$ cat src/core/mgc_pkg.sv
// Purpose: Shared constants and types for the mode global command block
// Assumes: 16-bit command frames, 10 MHz system clock
// Notes:   Register offsets are byte addresses on the Avalon-MM slave
package mgc_pkg;

    // Command word fields
    localparam logic [4:0]  MODE_ADDR      = 5'h0E;   // Mode register address, bits 13-9
    localparam logic [1:0]  KIND_READ      = 2'h0;    // bits 15-14 of the random code read
    localparam logic [1:0]  KIND_WRITE     = 2'h1;    // bits 15-14 of a mode write
    localparam logic [1:0]  KIND_DBG       = 2'h3;    // bits 15-14 of the safe/debug read
    localparam logic [15:0] CMD_WD_REFRESH = 16'h5A00;
    localparam logic [4:0]  MODE_NREQ_VAL  = 5'h02;   // Mode write value for normal request

    // Reported mode codes
    localparam logic [4:0]  CODE_INIT      = 5'h00;
    localparam logic [4:0]  CODE_PROG      = 5'h01;
    localparam logic [4:0]  CODE_NREQ      = 5'h02;
    localparam logic [4:0]  CODE_NORMAL    = 5'h03;

    // Avalon register byte offsets
    localparam logic [3:0]  OFS_CTRL       = 4'h0;
    localparam logic [3:0]  OFS_STATUS     = 4'h4;
    localparam logic [3:0]  OFS_FIXBYTE    = 4'h8;
    localparam logic [3:0]  OFS_LASTCMD    = 4'hC;
    localparam int          CTRL_RND_BIT   = 7;       // Random code entry enable position

    // Values after reset
    localparam logic [2:0]  RND_SEED       = 3'h5;
    localparam logic [7:0]  FIXBYTE_RST    = 8'h00;
    localparam logic [1:0]  STRAP_WAIT     = 2'h3;    // Cycles until the strap sync is valid

    // Operating state, Gray along init, normal, low power, normal request
    typedef enum logic [1:0] {
        MGC_ST_INIT   = 2'b00,
        MGC_ST_NORMAL = 2'b01,
        MGC_ST_LP     = 2'b11,
        MGC_ST_NREQ   = 2'b10
    } mgc_state_t;

    // One received frame
    typedef struct packed {
        logic [1:0] kind;
        logic [4:0] addr;
        logic       glob;
        logic [7:0] data;
    } mgc_cmd_t;

    // Low power selection outputs
    typedef struct packed {
        logic regulator_down;
        logic forced_wakeup;
        logic cyclic_sense;
    } mgc_lp_t;

endpackage

$ cat src/core/mgc_spi_rx.sv
// Purpose: 16-bit SPI slave framer, mode 0, oversampled by the system clock
// Assumes: SCLK at most about 1 MHz so every edge is seen after synchronising
// Notes:   High response byte loads at frame start, low byte after bit 8
`timescale 1ns/1ps
module mgc_spi_rx (
    input  wire logic                clk,
    input  wire logic                rst_n,
    input  wire logic                ce,
    input  wire logic                spi_sclk,
    input  wire logic                spi_cs_n,
    input  wire logic                spi_mosi,
    output logic                     spi_miso,
    output logic                     spi_miso_oe,
    input  wire logic [7:0]          tx_hi,
    input  wire logic [7:0]          tx_lo,
    output logic                     hi_done,
    output logic [7:0]               hi_byte,
    output logic                     frame_done,
    output mgc_pkg::mgc_cmd_t        frame
);
    logic [2:0]  s1_q, s2_q;
    logic        sclk_d1_q, cs_d1_q;
    logic [15:0] rx_q;
    logic [4:0]  cnt_q;
    logic [7:0]  out_q, lo_q;
    logic        rise, fall, start, stop;

    // Two-stage synchronisers for sclk, cs_n and mosi
    always_ff @(posedge clk or negedge rst_n) begin
        if (!rst_n) begin
            s1_q <= 3'h2;
            s2_q <= 3'h2;
        end else if (ce) begin
            s1_q <= {spi_sclk, spi_cs_n, spi_mosi};
            s2_q <= s1_q;
        end
    end

    // Edge history on the second stage only
    always_ff @(posedge clk or negedge rst_n) begin
        if (!rst_n) begin
            sclk_d1_q <= 1'b0;
            cs_d1_q   <= 1'b1;
        end else if (ce) begin
            sclk_d1_q <= s2_q[2];
            cs_d1_q   <= s2_q[1];
        end
    end

    assign rise  = ce && !s2_q[1] && s2_q[2] && !sclk_d1_q;
    assign fall  = ce && !s2_q[1] && !s2_q[2] && sclk_d1_q;
    assign start = ce && !s2_q[1] && cs_d1_q;
    assign stop  = ce && s2_q[1] && !cs_d1_q;

    // Receive shifter and bit counter
    always_ff @(posedge clk or negedge rst_n) begin
        if (!rst_n) begin
            rx_q  <= 16'h0000;
            cnt_q <= 5'h00;
        end else if (start) begin
            cnt_q <= 5'h00;
        end else if (rise) begin
            rx_q  <= {rx_q[14:0], s2_q[0]};
            cnt_q <= (cnt_q == 5'h1F) ? cnt_q : cnt_q + 5'h01;
        end
    end

    assign hi_byte = {rx_q[6:0], s2_q[0]};
    assign hi_done = rise && (cnt_q == 5'h07);

    // Transmit shifter; low byte is captured as the 8th bit lands
    always_ff @(posedge clk or negedge rst_n) begin
        if (!rst_n) begin
            out_q <= 8'h00;
            lo_q  <= 8'h00;
        end else if (start) begin
            out_q <= tx_hi;
        end else if (hi_done) begin
            lo_q  <= tx_lo;
        end else if (fall) begin
            out_q <= (cnt_q == 5'h08) ? lo_q : {out_q[6:0], 1'b0};
        end
    end

    // Frame completes only on exactly 16 clocks; other lengths are dropped
    always_ff @(posedge clk or negedge rst_n) begin
        if (!rst_n) begin
            frame_done <= 1'b0;
            frame      <= '0;
        end else if (ce) begin
            frame_done <= stop && (cnt_q == 5'h10);
            if (stop) begin
                frame.kind <= rx_q[15:14];
                frame.addr <= rx_q[13:9];
                frame.glob <= rx_q[8];
                frame.data <= rx_q[7:0];
            end
        end
    end

    assign spi_miso    = out_q[7];
    assign spi_miso_oe = !s2_q[1];
endmodule

$ cat src/core/mgc_mode_top.sv
// Purpose: Mode register global commands and random code low power entry
// Assumes: SPI master sends 16-bit words; Avalon-MM host owns the startup option
// Notes:   Regulators, watchdog, CAN and wake sources live outside this block
// What this block does
// - In normal mode 0x1D00 or 0x1D80 returns the current random code in the answer.
// - The three random code bits go out on answer bits 2, 1 and 0.
// - Without random code, 0x5C60 enters regulator-off low power with no sensing or wakeup timer.
// - Command 1D00 reports the mode, leaves debug and keeps the fail-safe pin.
// - Command 1D80 reports mode and random code and releases the fail-safe pin.
// - Command DD00 leaves debug, keeps the pin, answers fail-safe in bit 1 and debug in bit 0.
// - Command DD80 keeps debug, releases the pin and answers mode plus both status bits.
// - Answer bits 7-3 give the mode: 0 init, 1 programming, 2 normal request, 3 normal, 1xxxx low power.
// - The fail-safe bit reads 0 while the pin driver is active and 1 once released.
// - The debug bit reads 0 when debug is off and 1 when debug is active.
// - Every global mode command carries bit 8 set beside address bits 13-9.
// - Pending wake flags at low power entry make the device enter and wake at once.
//
// Implementation choices: the Avalon-MM register port and the placing of the registers.
`timescale 1ns/1ps
module mgc_mode_top (
    input  wire logic           clk,
    input  wire logic           rstn,
    input  wire logic           ce,
    input  wire logic           spi_sclk,
    input  wire logic           spi_cs_n,
    input  wire logic           spi_mosi,
    output logic                spi_miso,
    output logic                spi_miso_oe,
    input  wire logic           debug_strap,
    input  wire logic           wake_pending,
    output logic                safe_drive,
    output logic                debug_active,
    output logic [4:0]          mode_code,
    output mgc_pkg::mgc_lp_t    low_power,
    input  wire logic [3:0]     avs_address,
    input  wire logic           avs_read,
    input  wire logic           avs_write,
    input  wire logic [31:0]    avs_writedata,
    input  wire logic [3:0]     avs_byteenable,
    output logic [31:0]         avs_readdata,
    output logic                avs_waitrequest
);
    logic               rst_s1_q, rst_n_q;
    logic               hi_done, frame_done;
    logic [7:0]         hi_byte, tx_lo;
    mgc_pkg::mgc_cmd_t  cmd;
    mgc_pkg::mgc_state_t st_q;
    logic [4:0]         lp_sel_q;
    logic [2:0]         lfsr_q, rnd_rep_q;
    logic               rnd_en_q, safe_off_q, debug_q;
    logic               dbg_s1_q, dbg_s2_q;
    logic [1:0]         strap_cnt_q;
    logic [7:0]         fixbyte_q;
    logic [15:0]        lastcmd_q;
    logic               ack_q;
    logic               is_mode_glob, is_read, is_dbg, is_write, lp_req, code_ok;

    // Mode write value asks for a low power mode: regulator off or on
    function automatic logic is_lp(input logic [4:0] v);
        is_lp = v[4] || (v[4:2] == 3'b011);
    endfunction

    // Global command check: mode address, bit 8 set, bits 6-0 clear
    function automatic logic is_glob(input logic [4:0] a, input logic g, input logic [6:0] d);
        is_glob = (a == mgc_pkg::MODE_ADDR) && g && (d == 7'h00);
    endfunction

    // Reset release through two flip-flops
    always_ff @(posedge clk or negedge rstn) begin
        if (!rstn) begin
            rst_s1_q <= 1'b0;
            rst_n_q  <= 1'b0;
        end else begin
            rst_s1_q <= 1'b1;
            rst_n_q  <= rst_s1_q;
        end
    end

    mgc_spi_rx u_spi (
        .clk         (clk),
        .rst_n       (rst_n_q),
        .ce          (ce),
        .spi_sclk    (spi_sclk),
        .spi_cs_n    (spi_cs_n),
        .spi_mosi    (spi_mosi),
        .spi_miso    (spi_miso),
        .spi_miso_oe (spi_miso_oe),
        .tx_hi       (fixbyte_q),
        .tx_lo       (tx_lo),
        .hi_done     (hi_done),
        .hi_byte     (hi_byte),
        .frame_done  (frame_done),
        .frame       (cmd)
    );

    // Reported mode code, low power carries its selection with a leading 1
    always_comb begin
        case (st_q)
            mgc_pkg::MGC_ST_INIT:   mode_code = mgc_pkg::CODE_INIT;
            mgc_pkg::MGC_ST_NORMAL: mode_code = mgc_pkg::CODE_NORMAL;
            mgc_pkg::MGC_ST_NREQ:   mode_code = mgc_pkg::CODE_NREQ;
            default:                mode_code = {1'b1, lp_sel_q[3:0]};
        endcase
    end

    // Low answer byte chosen once the first byte has arrived
    always_comb begin
        if (hi_byte[7:6] == mgc_pkg::KIND_READ && hi_byte[5:1] == mgc_pkg::MODE_ADDR && hi_byte[0]) begin
            tx_lo = {mode_code, lfsr_q};
        end else if (hi_byte[7:6] == mgc_pkg::KIND_DBG && hi_byte[5:1] == mgc_pkg::MODE_ADDR
                     && hi_byte[0]) begin
            tx_lo = {mode_code, 1'b0, safe_off_q, debug_q};
        end else begin
            tx_lo = 8'h00;
        end
    end

    // Free running random source; the value sent is held for the check
    always_ff @(posedge clk or negedge rst_n_q) begin
        if (!rst_n_q) begin
            lfsr_q    <= mgc_pkg::RND_SEED;
            rnd_rep_q <= mgc_pkg::RND_SEED;
        end else if (ce) begin
            lfsr_q <= {lfsr_q[1:0], lfsr_q[2] ^ lfsr_q[1]};
            if (hi_done && hi_byte[7:6] == mgc_pkg::KIND_READ && hi_byte[5:0] == {mgc_pkg::MODE_ADDR, 1'b1}) begin
                rnd_rep_q <= lfsr_q;
            end
        end
    end

    // Frame decode
    assign is_mode_glob = is_glob(cmd.addr, cmd.glob, cmd.data[6:0]);
    assign is_read  = frame_done && cmd.kind == mgc_pkg::KIND_READ && is_mode_glob;
    assign is_dbg   = frame_done && cmd.kind == mgc_pkg::KIND_DBG && is_mode_glob;
    // Writes carry the parity bit in bit 8, so only globals test it
    assign is_write = frame_done && cmd.kind == mgc_pkg::KIND_WRITE
                      && cmd.addr == mgc_pkg::MODE_ADDR;
    assign code_ok  = !rnd_en_q || (cmd.data[2:0] == ~rnd_rep_q);
    assign lp_req   = is_write && is_lp(cmd.data[7:3]);

    // Operating state; low power only from normal, wake pending bounces out
    always_ff @(posedge clk or negedge rst_n_q) begin
        if (!rst_n_q) begin
            st_q     <= mgc_pkg::MGC_ST_INIT;
            lp_sel_q <= 5'h00;
        end else if (ce) begin
            case (st_q)
                mgc_pkg::MGC_ST_INIT: begin
                    if (frame_done && {cmd.kind, cmd.addr, cmd.glob, cmd.data} == mgc_pkg::CMD_WD_REFRESH) begin
                        st_q <= mgc_pkg::MGC_ST_NORMAL;
                    end
                end
                mgc_pkg::MGC_ST_NORMAL: begin
                    if (lp_req && code_ok) begin
                        st_q     <= mgc_pkg::MGC_ST_LP;
                        lp_sel_q <= cmd.data[7:3];
                    end
                end
                mgc_pkg::MGC_ST_LP: begin
                    if (wake_pending) begin
                        st_q <= mgc_pkg::MGC_ST_NREQ;
                    end else if (is_write && cmd.data[7:3] == mgc_pkg::MODE_NREQ_VAL) begin
                        st_q <= mgc_pkg::MGC_ST_NREQ;
                    end
                end
                default: begin
                    if (frame_done && {cmd.kind, cmd.addr, cmd.glob, cmd.data} == mgc_pkg::CMD_WD_REFRESH) begin
                        st_q <= mgc_pkg::MGC_ST_NORMAL;
                    end
                end
            endcase
        end
    end

    // Fail-safe pin: driven from reset, released by the bit 7 variants
    always_ff @(posedge clk or negedge rst_n_q) begin
        if (!rst_n_q) begin
            safe_off_q <= 1'b0;
        end else if (ce && (is_read || is_dbg) && cmd.data[7]) begin
            safe_off_q <= 1'b1;
        end
    end

    // Debug strap synchroniser
    always_ff @(posedge clk or negedge rst_n_q) begin
        if (!rst_n_q) begin
            dbg_s1_q <= 1'b0;
            dbg_s2_q <= 1'b0;
        end else if (ce) begin
            dbg_s1_q <= debug_strap;
            dbg_s2_q <= dbg_s1_q;
        end
    end

    // Debug caught from the strap once after release, cleared by bit 7 low
    always_ff @(posedge clk or negedge rst_n_q) begin
        if (!rst_n_q) begin
            debug_q     <= 1'b0;
            strap_cnt_q <= 2'h0;
        end else if (ce) begin
            if (strap_cnt_q != mgc_pkg::STRAP_WAIT) begin
                strap_cnt_q <= strap_cnt_q + 2'h1;
                debug_q     <= dbg_s2_q;
            end else if ((is_read || is_dbg) && !cmd.data[7]) begin
                debug_q <= 1'b0;
            end
        end
    end

    // Low power pin selections registered from the state
    always_ff @(posedge clk or negedge rst_n_q) begin
        if (!rst_n_q) begin
            low_power <= '0;
        end else if (ce) begin
            low_power.regulator_down <= st_q == mgc_pkg::MGC_ST_LP && !lp_sel_q[4];
            low_power.forced_wakeup  <= st_q == mgc_pkg::MGC_ST_LP
                                        && (lp_sel_q[4] ? lp_sel_q[3] : lp_sel_q[1]);
            low_power.cyclic_sense   <= st_q == mgc_pkg::MGC_ST_LP
                                        && (lp_sel_q[4] ? lp_sel_q[2] : lp_sel_q[0]);
        end
    end

    assign safe_drive   = !safe_off_q;
    assign debug_active = debug_q;

    // Last accepted frame, for software inspection
    always_ff @(posedge clk or negedge rst_n_q) begin
        if (!rst_n_q) begin
            lastcmd_q <= 16'h0000;
        end else if (ce && frame_done) begin
            lastcmd_q <= {cmd.kind, cmd.addr, cmd.glob, cmd.data};
        end
    end

    // Avalon slave: one wait cycle, answer on the second cycle of a request
    assign avs_waitrequest = (avs_read || avs_write) && !ack_q;

    always_ff @(posedge clk or negedge rst_n_q) begin
        if (!rst_n_q) begin
            ack_q <= 1'b0;
        end else if (ce) begin
            ack_q <= (avs_read || avs_write) && !ack_q;
        end
    end

    // Register writes land at the accepting edge; random option only sticks in init
    always_ff @(posedge clk or negedge rst_n_q) begin
        if (!rst_n_q) begin
            rnd_en_q  <= 1'b0;
            fixbyte_q <= mgc_pkg::FIXBYTE_RST;
        end else if (ce && avs_write && ack_q && avs_byteenable[0]) begin
            if (avs_address == mgc_pkg::OFS_CTRL) begin
                if (st_q == mgc_pkg::MGC_ST_INIT) begin
                    rnd_en_q <= avs_writedata[mgc_pkg::CTRL_RND_BIT];
                end
            end else if (avs_address == mgc_pkg::OFS_FIXBYTE) begin
                fixbyte_q <= avs_writedata[7:0];
            end
        end
    end

    // Read data, unmapped offsets read zero
    always_ff @(posedge clk or negedge rst_n_q) begin
        if (!rst_n_q) begin
            avs_readdata <= 32'h0000_0000;
        end else if (ce && avs_read && !ack_q) begin
            if (avs_address == mgc_pkg::OFS_CTRL) begin
                avs_readdata <= {24'h00_0000, rnd_en_q, 7'h00};
            end else if (avs_address == mgc_pkg::OFS_STATUS) begin
                avs_readdata <= {19'h0_0000, st_q, rnd_rep_q, mode_code, 1'b0, safe_off_q,
                                 debug_q};
            end else if (avs_address == mgc_pkg::OFS_FIXBYTE) begin
                avs_readdata <= {24'h00_0000, fixbyte_q};
            end else if (avs_address == mgc_pkg::OFS_LASTCMD) begin
                avs_readdata <= {16'h0000, lastcmd_q};
            end else begin
                avs_readdata <= 32'h0000_0000;
            end
        end
    end
endmodule

$ cat config.mk
export PLATFORM = sky130hd
export DESIGN_NAME = mgc_mode_top
export DESIGN_NICKNAME = d
export VERILOG_FILES = /design/src/core/mgc_pkg.sv /design/src/core/mgc_spi_rx.sv /design/src/core/mgc_mode_top.sv
export SDC_FILE = /design/constraint.sdc
export NUM_CORES = 1
export LEC_CHECK = 0
export ABC_AREA = 1
export BUFFER_PORTS_ARGS = -buffer_cell sky130_fd_sc_hd__buf_2
export CAP_MARGIN = 20
export CORE_MARGIN = 1
export CORE_UTILIZATION = 25
export CTS_CLUSTER_DIAMETER = 40
export DETAILED_ROUTE_END_ITERATION = 10
export PLACE_DENSITY = 0.45
export SLEW_MARGIN = 20
export SYNTH_ARGS = -nofsm -noshare
export SYNTH_HDL_FRONTEND = slang
export SYNTH_HIERARCHICAL = 1
export SYNTH_SLANG_ARGS = --single-unit
$ cat constraint.sdc
create_clock -name clk -period 5.3 [get_ports clk]
set_clock_uncertainty 0.15 [all_clocks]
set_input_delay 0.265 -clock clk [delete_from_list [all_inputs] [get_ports clk]]
set_output_delay 0.265 -clock clk [all_outputs]
set_load 0.01 [all_outputs]
==> Word-level counts from Yosys, hierarchy flattened <==
Cells that the tools add are included.
{ "classes": {"n_div": 0, "magnitude_cmp": 0, "shift": 0, "reduce_logical": 75, "muxes": 23, "eq_ne": 25, "n_addsub": 2, "n_mul": 0, "bitwise_logic": 4} }
{ "op_table": {"columns": ["op", "n"], "rows": [
  ["$mux W16", 4],
  ["$mux W8", 6],
  ["$logic_and A1 B1 Y1", 41],
  ["$eq A16 B15 Y1 const B", 1],
  ["$reduce_and A2 Y1", 8],
  ["$eq A5 B4 Y1 const B", 3],
  ["$mux W5", 3],
  ["$pmux W5 S3", 1],
  ["$eq A5 B5 Y1 const B", 2],
  ["$logic_not A1 Y1", 9],
  ["$reduce_and A3 Y1", 3],
  ["$eq A2 B2 Y1 const B", 4],
  ["$eq A4 B4 Y1 const B", 2],
  ["$mux W2", 4],
  ["$logic_not A7 Y1", 1],
  ["$eq A6 B5 Y1 const B", 1],
  ["$logic_not A2 Y1", 3],
  ["$reduce_bool A2 Y1", 3],
  ["$add A5 B1 Y5 const B", 1],
  ["$eq A5 B2 Y1 const B", 1],
  ["$eq A5 B3 Y1 const B", 1],
  ["$eq A2 B1 Y1 const B", 2],
  ["$eq A4 B3 Y1 const B", 1],
  ["$logic_not A4 Y1", 1],
  ["other kinds (14)", 23]
]} }
{ "word_totals": {"latch_bits": 0, "memories": 0, "in_bits": 50, "mem_bits_ro": 0, "mem_bits_rw": 0, "out_inout_bits": 45, "reg_bits": 144} }

==> Depth between registers and ports, before layout <==
Gate-level depths: netlist (run 1).
{ "logic_depth": {"ltp_word": 8, "mapped_depth": 10, "mapped_depth_nobuf": 10} }

==> Hierarchy <==
Netlist (run 1), hierarchy kept.
{ "by_module_without_submodules": {"columns": ["mod", "cells_per_inst", "seq_area_each_um2", "area_per_inst_um2", "instances"], "rows": [
  ["mgc_mode_top", 413, 1656.6, 3309.4, 1],
  ["mgc_spi_rx", 333, 1555.2, 2802.7, 1]
]} }

==> Worst setup path after synthesis (run 1) <==
Ideal clock, no wire load.
{ "synth_path": {"path_type": "flip-flop to flip-flop", "from": "register st_q[0]", "to": "register u_spi.lo_q[4]", "path_stages_with_launch": 8, "n_path_buf": 1, "period_less_slack_ns": 1.769, "setup_time_ns": 0.066, "t_arrival_ns": 1.553, "path_slack_ns": 3.531, "cell_sequence": "dfrtp_1 ha_1 clkbuf_1 o21ai_0 inv_1 nor2_1 nand3_1 nand2_1"} }
{ "synth_via": {"elab_chain_cells": 4} }
{ "synth_lines": {"columns": ["item", "line_no", "source"], "rows": [
  ["start, declared", "mgc_mode_top.sv:47", "mgc_pkg::mgc_state_t st_q;"],
  ["start signal, assigned", "mgc_mode_top.sv:144", "st_q <= mgc_pkg::MGC_ST_INIT;"],
  ["start signal, assigned", "mgc_mode_top.sv:150", "st_q <= mgc_pkg::MGC_ST_NORMAL;"],
  ["start signal, assigned", "mgc_mode_top.sv:155", "st_q <= mgc_pkg::MGC_ST_LP;"],
  ["$eq A2 B2 Y1, or another cell as far along", "mgc_mode_top.sv:98", "case (st_q)"],
  ["$pmux W5 S3 (*)", "mgc_mode_top.sv:98", null],
  ["net mode_code[1]", "mgc_mode_top.sv:33", "output logic [4:0] mode_code,"],
  ["$mux W8", "mgc_mode_top.sv:110", "end else if (hi_byte[7:6] == mgc_pkg::KIND_DBG && hi_byte[5:1] == mgc_pkg::MODE_ADDR"],
  ["$mux W8 (*)", "mgc_mode_top.sv:108", "if (hi_byte[7:6] == mgc_pkg::KIND_READ && hi_byte[5:1] == mgc_pkg::MODE_ADDR && hi_byte[0]) begin"],
  ["net tx_lo[4]", "mgc_mode_top.sv:45", "logic [7:0] hi_byte, tx_lo;"],
  ["end signal, assigned", "mgc_spi_rx.sv:79", "lo_q <= tx_lo;"],
  ["end, declared", "mgc_spi_rx.sv:25", "logic [7:0] out_q, lo_q;"]
]} }
The timed path passes the listed nets; every way through them passes the cells marked *.
A chain may end at the register's enable or synchronous reset.

==> Worst setup path after layout (run 1) <==
{ "layout_path": {"from": "register st_q[0]", "to": "output mode_code[1]"} }
{ "layout_via": {"elab_chain_cells": 2} }
{ "layout_lines": {"columns": ["item", "line_no"], "rows": [
  ["$eq A2 B2 Y1, or another cell as far along", "mgc_mode_top.sv:98"],
  ["$pmux W5 S3 (*)", "mgc_mode_top.sv:98"],
  ["end, declared", "mgc_mode_top.sv:33"]
]} }
Mark *: on every way between the ends. The rest lies on a longest branch, timed or not.

==> results of run 1 <==
-- area by class of cell --
| class | count | area share [%] |
|---|---|---|
| Sequential cell | 128 | 44.01 |
| Multi-Input combinational cell | 503 | 32.36 |
| Clock buffer | 26 | 7.106 |
| Timing Repair Buffer | 68 | 5.719 |
| Tap cell | 319 | 5.462 |
| Inverter | 84 | 4.315 |
| Clock inverter | 5 | 1.027 |
-- sequential cells by signal, indices dropped and copies added (netlist names), 2 cells and up --
| signal | flops |
|---|---|
| u_spi/s1_q | 3 |
| strap_cnt_q | 2 |
| lfsr_q | 3 |
| low_power | 3 |
| u_spi/cnt_q | 5 |
| lp_sel_q | 5 |
| u_spi/s2_q | 3 |
| u_spi/frame | 16 |
| fixbyte_q | 8 |
| u_spi/out_q | 8 |
| u_spi/rx_q | 16 |
| lastcmd_q | 16 |
| u_spi/lo_q | 8 |
| avs_readdata | 16 |
| st_q | 2 |
| rnd_rep_q | 3 |
-- worst max-delay path, cell delays in order (launching register included) --
cell and delay [ns]:
dfrtp_1 0.43, ha_1 0.35, o21ai_0 0.60, buf_2 0.26
-- repair_timing --
action | in CTS | in global routing
hold buffers | 14 | 0
resized for setup | 0 | 0
hold endpoints to repair | 14 | 0
-- metrics by stage --
| step | hold WS (ns) | instances | power (mW) | utilization, % | area [µm²] |
|---|---|---|---|---|---|
| after floorplan | -0.1806 | 761 | 1.370 | - | 6168 |
| after global placement | -0.09622 | 1088 | 1.434 | 27.63 | 6563 |
| after detailed placement | -0.09757 | 1088 | 1.438 | 27.63 | 6563 |
| after CTS | 0.1245 | 1133 | 2.635 | 30.72 | 7297 |
| after global routing | 0.1452 | 1133 | 2.745 | 30.76 | 7307 |
| final | 0.1005 | 1133 | 2.597 | 30.76 | 7307 |
-- placed cells by master (no fill, tap or decap), types with 2 or more instances in the layout --
cell type and instances:
bufinv_16 2, nand2_4 2, inv_2 4, o21ai_1 11, dlygate4sd3_1 14, buf_4 3
dfrtp_1 120, clkinv_2 3, clkbuf_1 3, clkinv_1 3, a21oi_1 16, nand4_1 10
nor2_4 2, ha_1 8, mux2_2 7, o21ai_0 65, nor2_1 51, nand3_2 2
nand2_2 2, clkbuf_16 17, buf_2 51, nand3_1 54, dfstp_2 7, conb_1 17
xor2_1 2, o22ai_1 2, inv_1 77, o21ai_2 7, clkbuf_8 6, nand2_1 236
-- per-layer routing --
metal / GRT usage (%) / vias up
li1: - / 2451
met1: 17.37 / 2157
met2: 19.67 / 74
met3: 2.858 / 20
met4: 5.357 / 0
met5: 0 / -
-- worst min path at each step --
stage | endpoint | slack (ns) | from
after floorplan | rst_n_q | -0.18 | rstn
after global placement | rst_s1_q | -0.1 | rstn
after detailed placement | rst_s1_q | -0.1 | rstn
after CTS | ack_q | 0.12 | avs_read
after global routing | u_spi/cnt_q[1] | 0.15 | rst_n_q
final | u_spi/cnt_q[1] | 0.10 | rst_n_q
-- cell usage after synthesis --
| library cell | number |
|---|---|
| nand3_1 | 56 |
| o31ai_1 | 1 |
| nor2_1 | 51 |
| a32o_1 | 1 |
| nand4_2 | 1 |
| and3_1 | 1 |
| dfrtp_1 | 121 |
| nand2_2 | 2 |
| o21ai_2 | 7 |
| o2111ai_1 | 1 |
| a21oi_1 | 16 |
| o21ai_0 | 65 |
| nor2_4 | 2 |
| inv_1 | 77 |
| clkinv_1 | 3 |
| xnor2_1 | 1 |
| a21o_1 | 1 |
| ha_1 | 8 |
| dfstp_2 | 7 |
| nor3_4 | 1 |
| nor3_1 | 1 |
| buf_4 | 27 |
| mux2_2 | 7 |
| inv_2 | 4 |
| nand2_4 | 2 |
| buf_2 | 10 |
| nand4_1 | 10 |
| conb_1 | 2 |
| xor2_1 | 2 |
| clkbuf_1 | 9 |
| o22ai_1 | 2 |
| o21ai_1 | 11 |
| nand2_1 | 236 |
-- logic make-up (layout without fill, tap and decap cells) --
family                   after synthesis  after routing
adder cells (fa/ha/maj)                8              8
buffers and inverters                130            183
flip-flops                           128            128
AND/OR/NAND/NOR                      363            363
multiplexers                           7              7
AO/OA/AOI/OAI                        105            105
XOR/XNOR                               3              3
other                                  2             17
-- power groups by stage --
stage	clock, mW	sequential, mW	combinational, mW
final	1.17	1.14	0.283
after global routing	1.25	1.15	0.339
after CTS	1.20	1.14	0.289
after detailed placement	0	1.16	0.281
after global placement	0	1.16	0.277
after floorplan	0	1.15	0.222
==> run summary, run 1 <==
status - finished clean
Hold Path Class - flop to asynchronous set/reset pin
Vias - 4702
met3 wire len - 478 µm
root cell of the clock tree - clkbuf_16
Slew headroom - 33.49%
Setup crit start kind - flop
highest metal used - met4
total detailed-routing wirelength - 14750 µm
routed wl met2 - 6422 µm
post-layout minimum cycle time - 2.470 ns
endpoint class of the critical path - output pin
DP Worst Slack - 2.545 ns
main combinational cell family by area after synthesis - simple AND/OR/NAND/NOR gates
Seq cells post-synth - 128
Clock Latency Late Sink - 0.42 ns
LEAKAGE - 3.593 nW
Pwr Density - 355.4 nW/µm²
cell area after synthesis - 6112 µm²
largest net degree at the start of global routing - 51
Simple-Gate Fraction of Synth Area - 24.83%
proportion of layout cells with a drive suffix above 1 - 14.50%
width of the die - 158.4 µm
max_cap viols - 0
core area - 23750 µm²
Synth Area in Adders - 1.638%
Post-Route Setup TNS - 0 ns
DRT iter0 DRCs - 221
CP required - 4.89 ns
FP Rows - 56
Worst Path Arrival - 2.06 ns
compound-cell area share of the yosys netlist - 9.294%
Post-CTS Setup Inserts - 0
Syn Inst Count - 746
Final setup violation count - 0
WS Path Type - flop to output pin
Routed Antenna Nets - 0
die height - 158.4 µm
Least-Margin Pin Slew - 0.9953 ns
Seq/Total Area, Yosys - 52.55%
drt via density - 4.150
Starting Density - 25.73%
CTS tree - yes
Final HPWL DP - 10480 µm
PortBufs - 51
Antenna Cells - 0
first-pass GRT wire length - 24280 µm
Final Max Slew Viols - 0
Top Ports - 95
fillers - 2565
Peak VDD IR - 189.6 µV
share of the synthesized area in the top cell type - 49.54%
Die ar. - 25080 µm²
Synth warnings - 6
crit-path max FO - 9
Register Area - 3216 µm²
wire per inst - 13.02 µm
crit path to - mode_code[1]
Yosys cell types - 33
wl on met1 - 7584 µm
antenna violations before repair - 0
xor/xnor share of the synthesized area - 0.4299%
synthesis-to-finish area growth - 19.55%
Seq pwr share - 43.9%
clock power share - 45.2%
flop-to-flop setup slack - 3.30 ns
total grt overflow - 0
Sw Ratio - 25.53%
Worst Setup SP - st_q[0]
Critical R2R Launch - st_q[0]
Int Pwr - 1.934 mW
final net count - 860
Total GRT Usage - 12.84%
net switching power - 663.2 µW
Reg clk slew, reported paths - 0.05 ns
Comb pwr share - 10.9%
reg2reg end - u_spi/lo_q[4]
TritonCTS buffer count - 17
Final Hold Viols - 0
Sink Count - 128
vias in the first global route - 4677
syn avg cell area - 8.193 µm²
GPL Wtd Cong - 0.7899
Detailed Routing Iterations Pass 1 - 4
post-synthesis mux area share - 1.290%
fin worst setup slack - 2.830 ns
cell taking the most area after synthesis - dfrtp_1
DRC errors left - 0
multi-input logic area - 2365 µm²
R2R depth - 6
synth top area cells - dfrtp_1 50%, nand2_1 14%, o21ai_0 5.3%
unrepaired setup endpoints after global routing - false
period utilisation layout - 46.61%
Peak Freq - 404.8 MHz
CTS Buffer Depth - 2
# H-tree levels - 4
No activity file was read; power rests on OpenSTA's default activity.
==> run 2, diff against run 1 <==
==> constraint.sdc (replaced) <==
create_clock -name clk -period 2.5 [get_ports clk]
set_clock_uncertainty 0.15 [all_clocks]
set_input_delay 0.125 -clock clk [delete_from_list [all_inputs] [get_ports clk]]
set_output_delay 0.125 -clock clk [all_outputs]
set_load 0.01 [all_outputs]
==> run summary, run 2 (synthesis gave the netlist of run 1 again) <==
reg2reg end - u_spi/lo_q[4]
Starting Density - 25.73% (unchanged)
worst path cell trace - ha_1 > o21ai_0 > buf_2
commonest non-fill, non-tap cell in the layout - nand2_1
Util after Layout - 31.71% (+0.95 points)
Worst Path Arrival - 2.00 ns (-0.06 ns)
most frequent cells in the layout - 236 x nand2_1, 120 x dfrtp_1, 77 x inv_1
Seq pwr share - 40.2% (-3.7 points)
TritonCTS buffer count - 17 (unchanged)
Final HPWL DP - 10610 µm (+1.2%)
met1 Usage GRT - 17.48% (+0.11 points)
Sink Count - 128 (unchanged)
CTS Buffer Depth - 2 (unchanged)
Comb pwr share - 10.2% (-0.7 points)
CP required - 2.23 ns (-2.66 ns)
hold path depth - 5
final net count - 871 (+1.3%)
flop-to-flop setup slack - 0.57 ns (-2.73 ns)
total detailed-routing wirelength - 14620 µm (-0.91%)
width of the die - 158.4 µm (unchanged)
CTS tree - yes
proportion of layout cells with a drive suffix above 1 - 15.25% (+0.76 points)
Crit-path slowest cell - o21ai_0
Sw Ratio - 23.92% (-1.6 points)
min-delay src - avs_read
synthesis-to-finish area growth - 23.23%
clock power share - 49.6% (+4.4 points)
antenna violations before repair - 0 (unchanged)
Slew headroom - 53.36% (+20 points)
LEAKAGE - 3.696 nW (+2.9%)
Detailed Routing Iterations Pass 1 - 4 (unchanged)
root cell of the clock tree - clkbuf_16
met2 GRT Util - 19.72% (+0.042 points)
GR peak layer - met2
Least-Margin Pin Slew - 0.6995 ns (-0.2958 ns)
net switching power - 1.437 mW (+120%)
GR Util met3 - 3.484% (+0.63 points)
endpoint class of the critical path - output pin
Design Area, Final - 7532 µm² (+3.1%)
max_cap viols - 0 (unchanged)
total grt overflow - 0 (unchanged)
post-layout minimum cycle time - 2.276 ns
Reg clk slew, reported paths - 0.05 ns (about the same)
FP Rows - 56 (unchanged)
Antenna Cells - 0 (unchanged)
DRC errors left - 0 (unchanged)
max incr delay on CP - 0.56 ns (-0.04 ns)
first-pass GRT wire length - 24340 µm (+0.26%)
unrepaired setup endpoints after global routing - false
wire per inst - 12.76 µm (-1.9%)
Die ar. - 25080 µm² (unchanged)
Critical R2R Launch - st_q[0]
Clock Latency Late Sink - 0.42 ns (about the same)
crit-path max FO - 9 (unchanged)
status - finished clean
Post-Route Setup TNS - 0 ns (unchanged)
Hold EP - ack_q
die height - 158.4 µm (unchanged)
Final Max Slew Viols - 0 (unchanged)
Setup crit start kind - flop
largest net degree at the start of global routing - 56 (+9.8%)
period utilisation layout - 91.02%
drt via density - 4.140 (-0.25%)
fillers - 2534 (-1.2%)
Final setup violation count - 0 (unchanged)
Int Pwr - 4.570 mW (+140%)
Pwr Density - 797.5 nW/µm² (+120%)
GPL Wtd Cong - 0.7926 (+0.34%)
WS Path Type - flop to output pin
# H-tree levels - 4 (unchanged)
Peak Freq - 439.5 MHz
vias in the first global route - 4613 (-1.4%)
Vias - 4740 (+0.81%)
post-CTS resize count - 0 (unchanged)
Routed Antenna Nets - 0 (unchanged)
R2R depth - 6 (unchanged)
Final Hold Viols - 0 (unchanged)
PortBufs - 51 (unchanged)
core area - 23750 µm² (unchanged)
Top Ports - 95 (unchanged)
Total GRT Usage - 12.92% (+0.079 points)
Peak VDD IR - 445.3 µV (+130%)
Cell Area, Placed - 6640 µm² (+1.2%)
DRT iter0 DRCs - 244 (+10%)
Hold Path Class - input port to flop
-- run 2: changes by cell type in the layout (fill, tap and decap cells not counted) --
cell and change:
buf_12 +2, buf_4 +5, bufinv_16 +5, clkbuf_1 -2, clkbuf_8 -2, clkinv_2 -1, clkinvlp_4 +1, dlygate4sd3_1 +4
nand3_1 +2, nand3_2 -2
-- run 2: per-layer routing --
layer  up-vias  routed length (µm)
li1       2464                   -
met1      2183                7559
met2        77                6381
met3        16                 485
met4         0                 189
met5         -                   0
-- run 2: power by group through the flow --
| stage | registers (mW) | clock network (mW) | logic [mW] |
|---|---|---|---|
| CTS | 2.42 | 3.04 | 0.625 |
| detailed placement | 2.45 | 0 | 0.601 |
| floorplan | 2.43 | 0 | 0.472 |
| finish | 2.42 | 2.98 | 0.610 |
| global route | 2.44 | 3.15 | 0.719 |
| global placement | 2.45 | 0 | 0.597 |
-- run 2: cell type report --
type	instances	area, µm²	share of cell area (%)
inverters	84	315.3	4.186
flip-flops and latches	128	3216	42.69
well taps	319	399.1	5.299
repair buffers	79	535.5	7.110
clock inverters	10	227.7	3.023
clock buffers	22	484.2	6.429
multi-input cells	503	2355	31.26
-- run 2: repair_timing --
action,CTS,global route
buffers inserted,0,0
hold buffers,18,0
endpoints found under the hold margin,19,0
-- run 2: how the worst max path moves through the flow --
stage | cells past startpoint | slack (ns) | end | startpoint
after floorplan | 0 | 0.22 | ack_q | rst_n_q
after global placement | 7 | 0.61 | u_spi/lo_q[3] | st_q[0]
after detailed placement | 6 | 0.58 | u_spi/lo_q[4] | st_q[0]
after CTS | 4 | 0.21 | mode_code[0] | st_q[0]
after global routing | 4 | 0.09 | mode_code[0] | st_q[0]
final | 3 | 0.22 | mode_code[1] | st_q[0]
-- run 2: per-stage QoR --
step,hold WS (ns),std cells,power (mW),setup slack (ns)
finish,0.01959,1145,6.007,0.2245
global route,0.04485,1145,6.308,0.08795
CTS,0.009180,1145,6.086,0.2125
detailed placement,-0.2365,1095,3.056,0.5802
global placement,-0.2378,1095,3.049,0.6103
floorplan,-0.3206,761,2.905,0.2248
-- run 2: critical path: cells and delay by family (launching register included) --
family	cells	cell delay [ns]
buffers and inverters	1	0.25
adders and majority gates	1	0.35
AOI/OAI and AO/OA	1	0.56
DFF	1	0.43
==> run 3, diff against run 2 <==
--- a/config.mk
+++ b/config.mk
@@ -13,8 +13,8 @@
 export CTS_CLUSTER_DIAMETER = 40
 export DETAILED_ROUTE_END_ITERATION = 10
 export PLACE_DENSITY = 0.45
+export RECOVER_POWER = 25
 export SLEW_MARGIN = 20
 export SYNTH_ARGS = -nofsm -noshare
 export SYNTH_HDL_FRONTEND = slang
-export SYNTH_HIERARCHICAL = 1
 export SYNTH_SLANG_ARGS = --single-unit
==> run summary, run 3 <==
status - finished clean
Setup crit start kind - flop
Least-Margin Pin Slew - 1.323 ns (+0.6231 ns)
PnR Total Power - 6.480 mW (+7.9%)
Reg clk slew, reported paths - 0.06 ns (about the same)
antenna violations before repair - 0 (unchanged)
DRT iter0 DRCs - 321 (+32%)
endpoint class of the critical path - output pin
cell taking the most area after synthesis - dfrtp_1
Worst Path Arrival - 1.94 ns (-0.06 ns)
Pwr Density - 894.6 nW/µm² (+12%)
Synth Flop Type - dfrtp_1
synth top area cells - dfrtp_1 52%, nand2_1 12%, o21ai_0 7.7%
total detailed-routing wirelength - 14560 µm (-0.39%)
Util after Layout - 31.80% (+0.088 points)
max incr delay on CP - 0.49 ns (-0.07 ns)
DRC errors left - 0 (unchanged)
commonest non-fill, non-tap cell in the layout - nand2_1
proportion of layout cells with a drive suffix above 1 - 15.16% (-0.099 points)
die height - 155.0 µm (-2.1%)
Top Ports - 95 (unchanged)
total grt overflow - 0 (unchanged)
vias in the first global route - 4348 (-5.7%)
Detailed Routing Iterations Pass 1 - 5 (+1)
Final setup violation count - 0 (unchanged)
root cell of the clock tree - clkbuf_16
largest net degree at the start of global routing - 61 (+8.9%)
max_cap viols - 0 (unchanged)
CTS tree - yes
fin worst setup slack - 0.2889 ns (+0.06439 ns)
core area - 22780 µm² (-4.1%)
# H-tree levels - 4 (unchanged)
first-pass GRT wire length - 23760 µm (-2.4%)
Die ar. - 24020 µm² (-4.2%)
CP required - 2.23 ns (about the same)
Seq cells post-synth - 128 (unchanged)
width of the die - 155.0 µm (-2.1%)
Vias - 4580 (-3.4%)
FP Rows - 55 (-1.8%)
Synth warnings - 0 (-6)
wl on met1 - 7456 µm (-1.4%)
Total GRT Usage - 12.96% (+0.042 points)
Peak VDD IR - 370.6 µV (-17%)
fillers - 2418 (-4.6%)
DP Worst Slack - 0.4783 ns (-0.1019 ns)
PortBufs - 51 (unchanged)
syn avg cell area - 8.579 µm² (+4.7%)
final net count - 817 (-6.2%)
worst path cell trace - ha_1 > nor2_1 > a21oi_1 > buf_4 > buf_2
Crit-path slowest cell - ha_1
Seq/Total Area, Yosys - 54.90% (+2.3 points)
period utilisation layout - 88.45% (-2.6 points)
most frequent cells in the layout - 182 x nand2_1, 121 x dfrtp_1, 90 x o21ai_0
worst hold slack - 0.01668 ns (-0.002907 ns)
Slew headroom - 11.83% (-42 points)
share of the synthesized area in the top cell type - 51.75% (+2.2 points)
routed wl met2 - 6457 µm (+1.2%)
Post-Route Setup TNS - 0 ns (unchanged)
CTS Buffer Depth - 2 (unchanged)
Syn Inst Count - 682 (-8.6%)
Post-synth EDFFs - 0 (unchanged)
Hold Path Class - input port to flop
Starting Density - 25.69% (-0.047 points)
highest metal used - met4
Final Hold Viols - 0 (unchanged)
post-layout minimum cycle time - 2.211 ns (-0.06439 ns)
share of synthesized flip-flops with an asynchronous set or reset - 100.0% (unchanged)
crit-path max FO - 10 (+1)
Routed Antenna Nets - 0 (unchanged)
GPL Wtd Cong - 0.7980 (+0.68%)
cell area after synthesis - 5851 µm² (-4.3%)
Post-synth top cells - 182 x nand2_1, 121 x dfrtp_1, 90 x o21ai_0, 73 x inv_1, 47 x nor2_1
top-count cell post-synth - nand2_1
met3 wire len - 430 µm (-11%)
post-CTS resize count - 0 (unchanged)
Final HPWL DP - 10420 µm (-1.8%)
Final Max Slew Viols - 0 (unchanged)
WS Path Type - flop to output pin
Peak Freq - 452.3 MHz (+2.9%)
Antenna Cells - 0 (unchanged)
synthesis-to-finish area growth - 23.80%
Sink Count - 128 (unchanged)
wire per inst - 13.42 µm (+5.1%)
TritonCTS buffer count - 17 (unchanged)
Yosys cell types - 38 (+15%)
LEAKAGE - 3.503 nW (-5.2%)
drt via density - 4.221 (+2.0%)
unrepaired setup endpoints after global routing - false
Clock Latency Late Sink - 0.42 ns (about the same)
run 3: area by class of cell:
class,count,area (µm²),share of cell area (%)
sequential,128,3212,44.34
tap,313,391.6,5.407
clock buffer,20,456.7,6.305
multi-input combinational,454,2188,30.21
timing repair buffer,81,545.5,7.532
clock inverter,12,160.2,2.211
inverter,77,289.0,3.990
run 3: kinds of logic (layout without fill, tap and decap cells):
logic type               Yosys count  count (layout)  synth area share [%]
adder cells (fa/ha/maj)            8               8                 1.711
buffers and inverters            115             190                 8.661
multiplexers                       3               3                0.5774
AO/OA/AOI/OAI                    127             127                 11.66
other                              2              17                0.1284
XOR/XNOR                           2               2                0.2995
AND/OR/NAND/NOR                  297             297                 22.07
flip-flops                       128             128                 54.90
run 3: critical path, delay by kind of cell (launching register included):
kind                     cells  cell delay [ns]
adder cells (fa/ha/maj)      1             0.49
flip-flops                   1             0.42
buffers and inverters        2             0.30
AO/OA/AOI/OAI                1             0.14
AND/OR/NAND/NOR              1             0.15
run 3: final timing paths:
check,slack (ns),from,end,depth (start not counted)
max,0.29,st_q[0],mode_code[0],5
min,0.02,avs_address[0],rnd_en_q,6
max reg2reg,0.48,rst_n_q,u_spi.frame_done,1
min reg2reg,0.20,rst_s1_q,rst_n_q,0
max in group asynchronous,0.48,rst_n_q,u_spi.frame_done,1
min in group asynchronous,0.40,rstn,rst_s1_q,3
run 3: stage by stage:
step,cell area (µm²),cells
floorplan,5908,697
global placement,6432,1032
detailed placement,6432,1032
CTS,7259,1085
global route,7243,1085
finish,7243,1085
run 3: per-layer routing:
metal  GRT usage (%)  vias up
li1                -     2328
met1           18.29     2151
met2           19.37       85
met3           2.451       16
met4           5.328        0
met5               0        -
run 3: report_power, final:
part	internal [mW]	switching, mW	leakage, nW
clock	1.62	0.957	0.277
combinational	0.408	0.745	1.59
sequential	2.47	0.279	1.63
total	4.50	1.98	3.50
run 3: timing repair:
| item | CTS | global route |
|---|---|---|
| setup buffers | 0 | 0 |
| hold endpoints to repair | 19 | 0 |
| hold buffers | 21 | 0 |
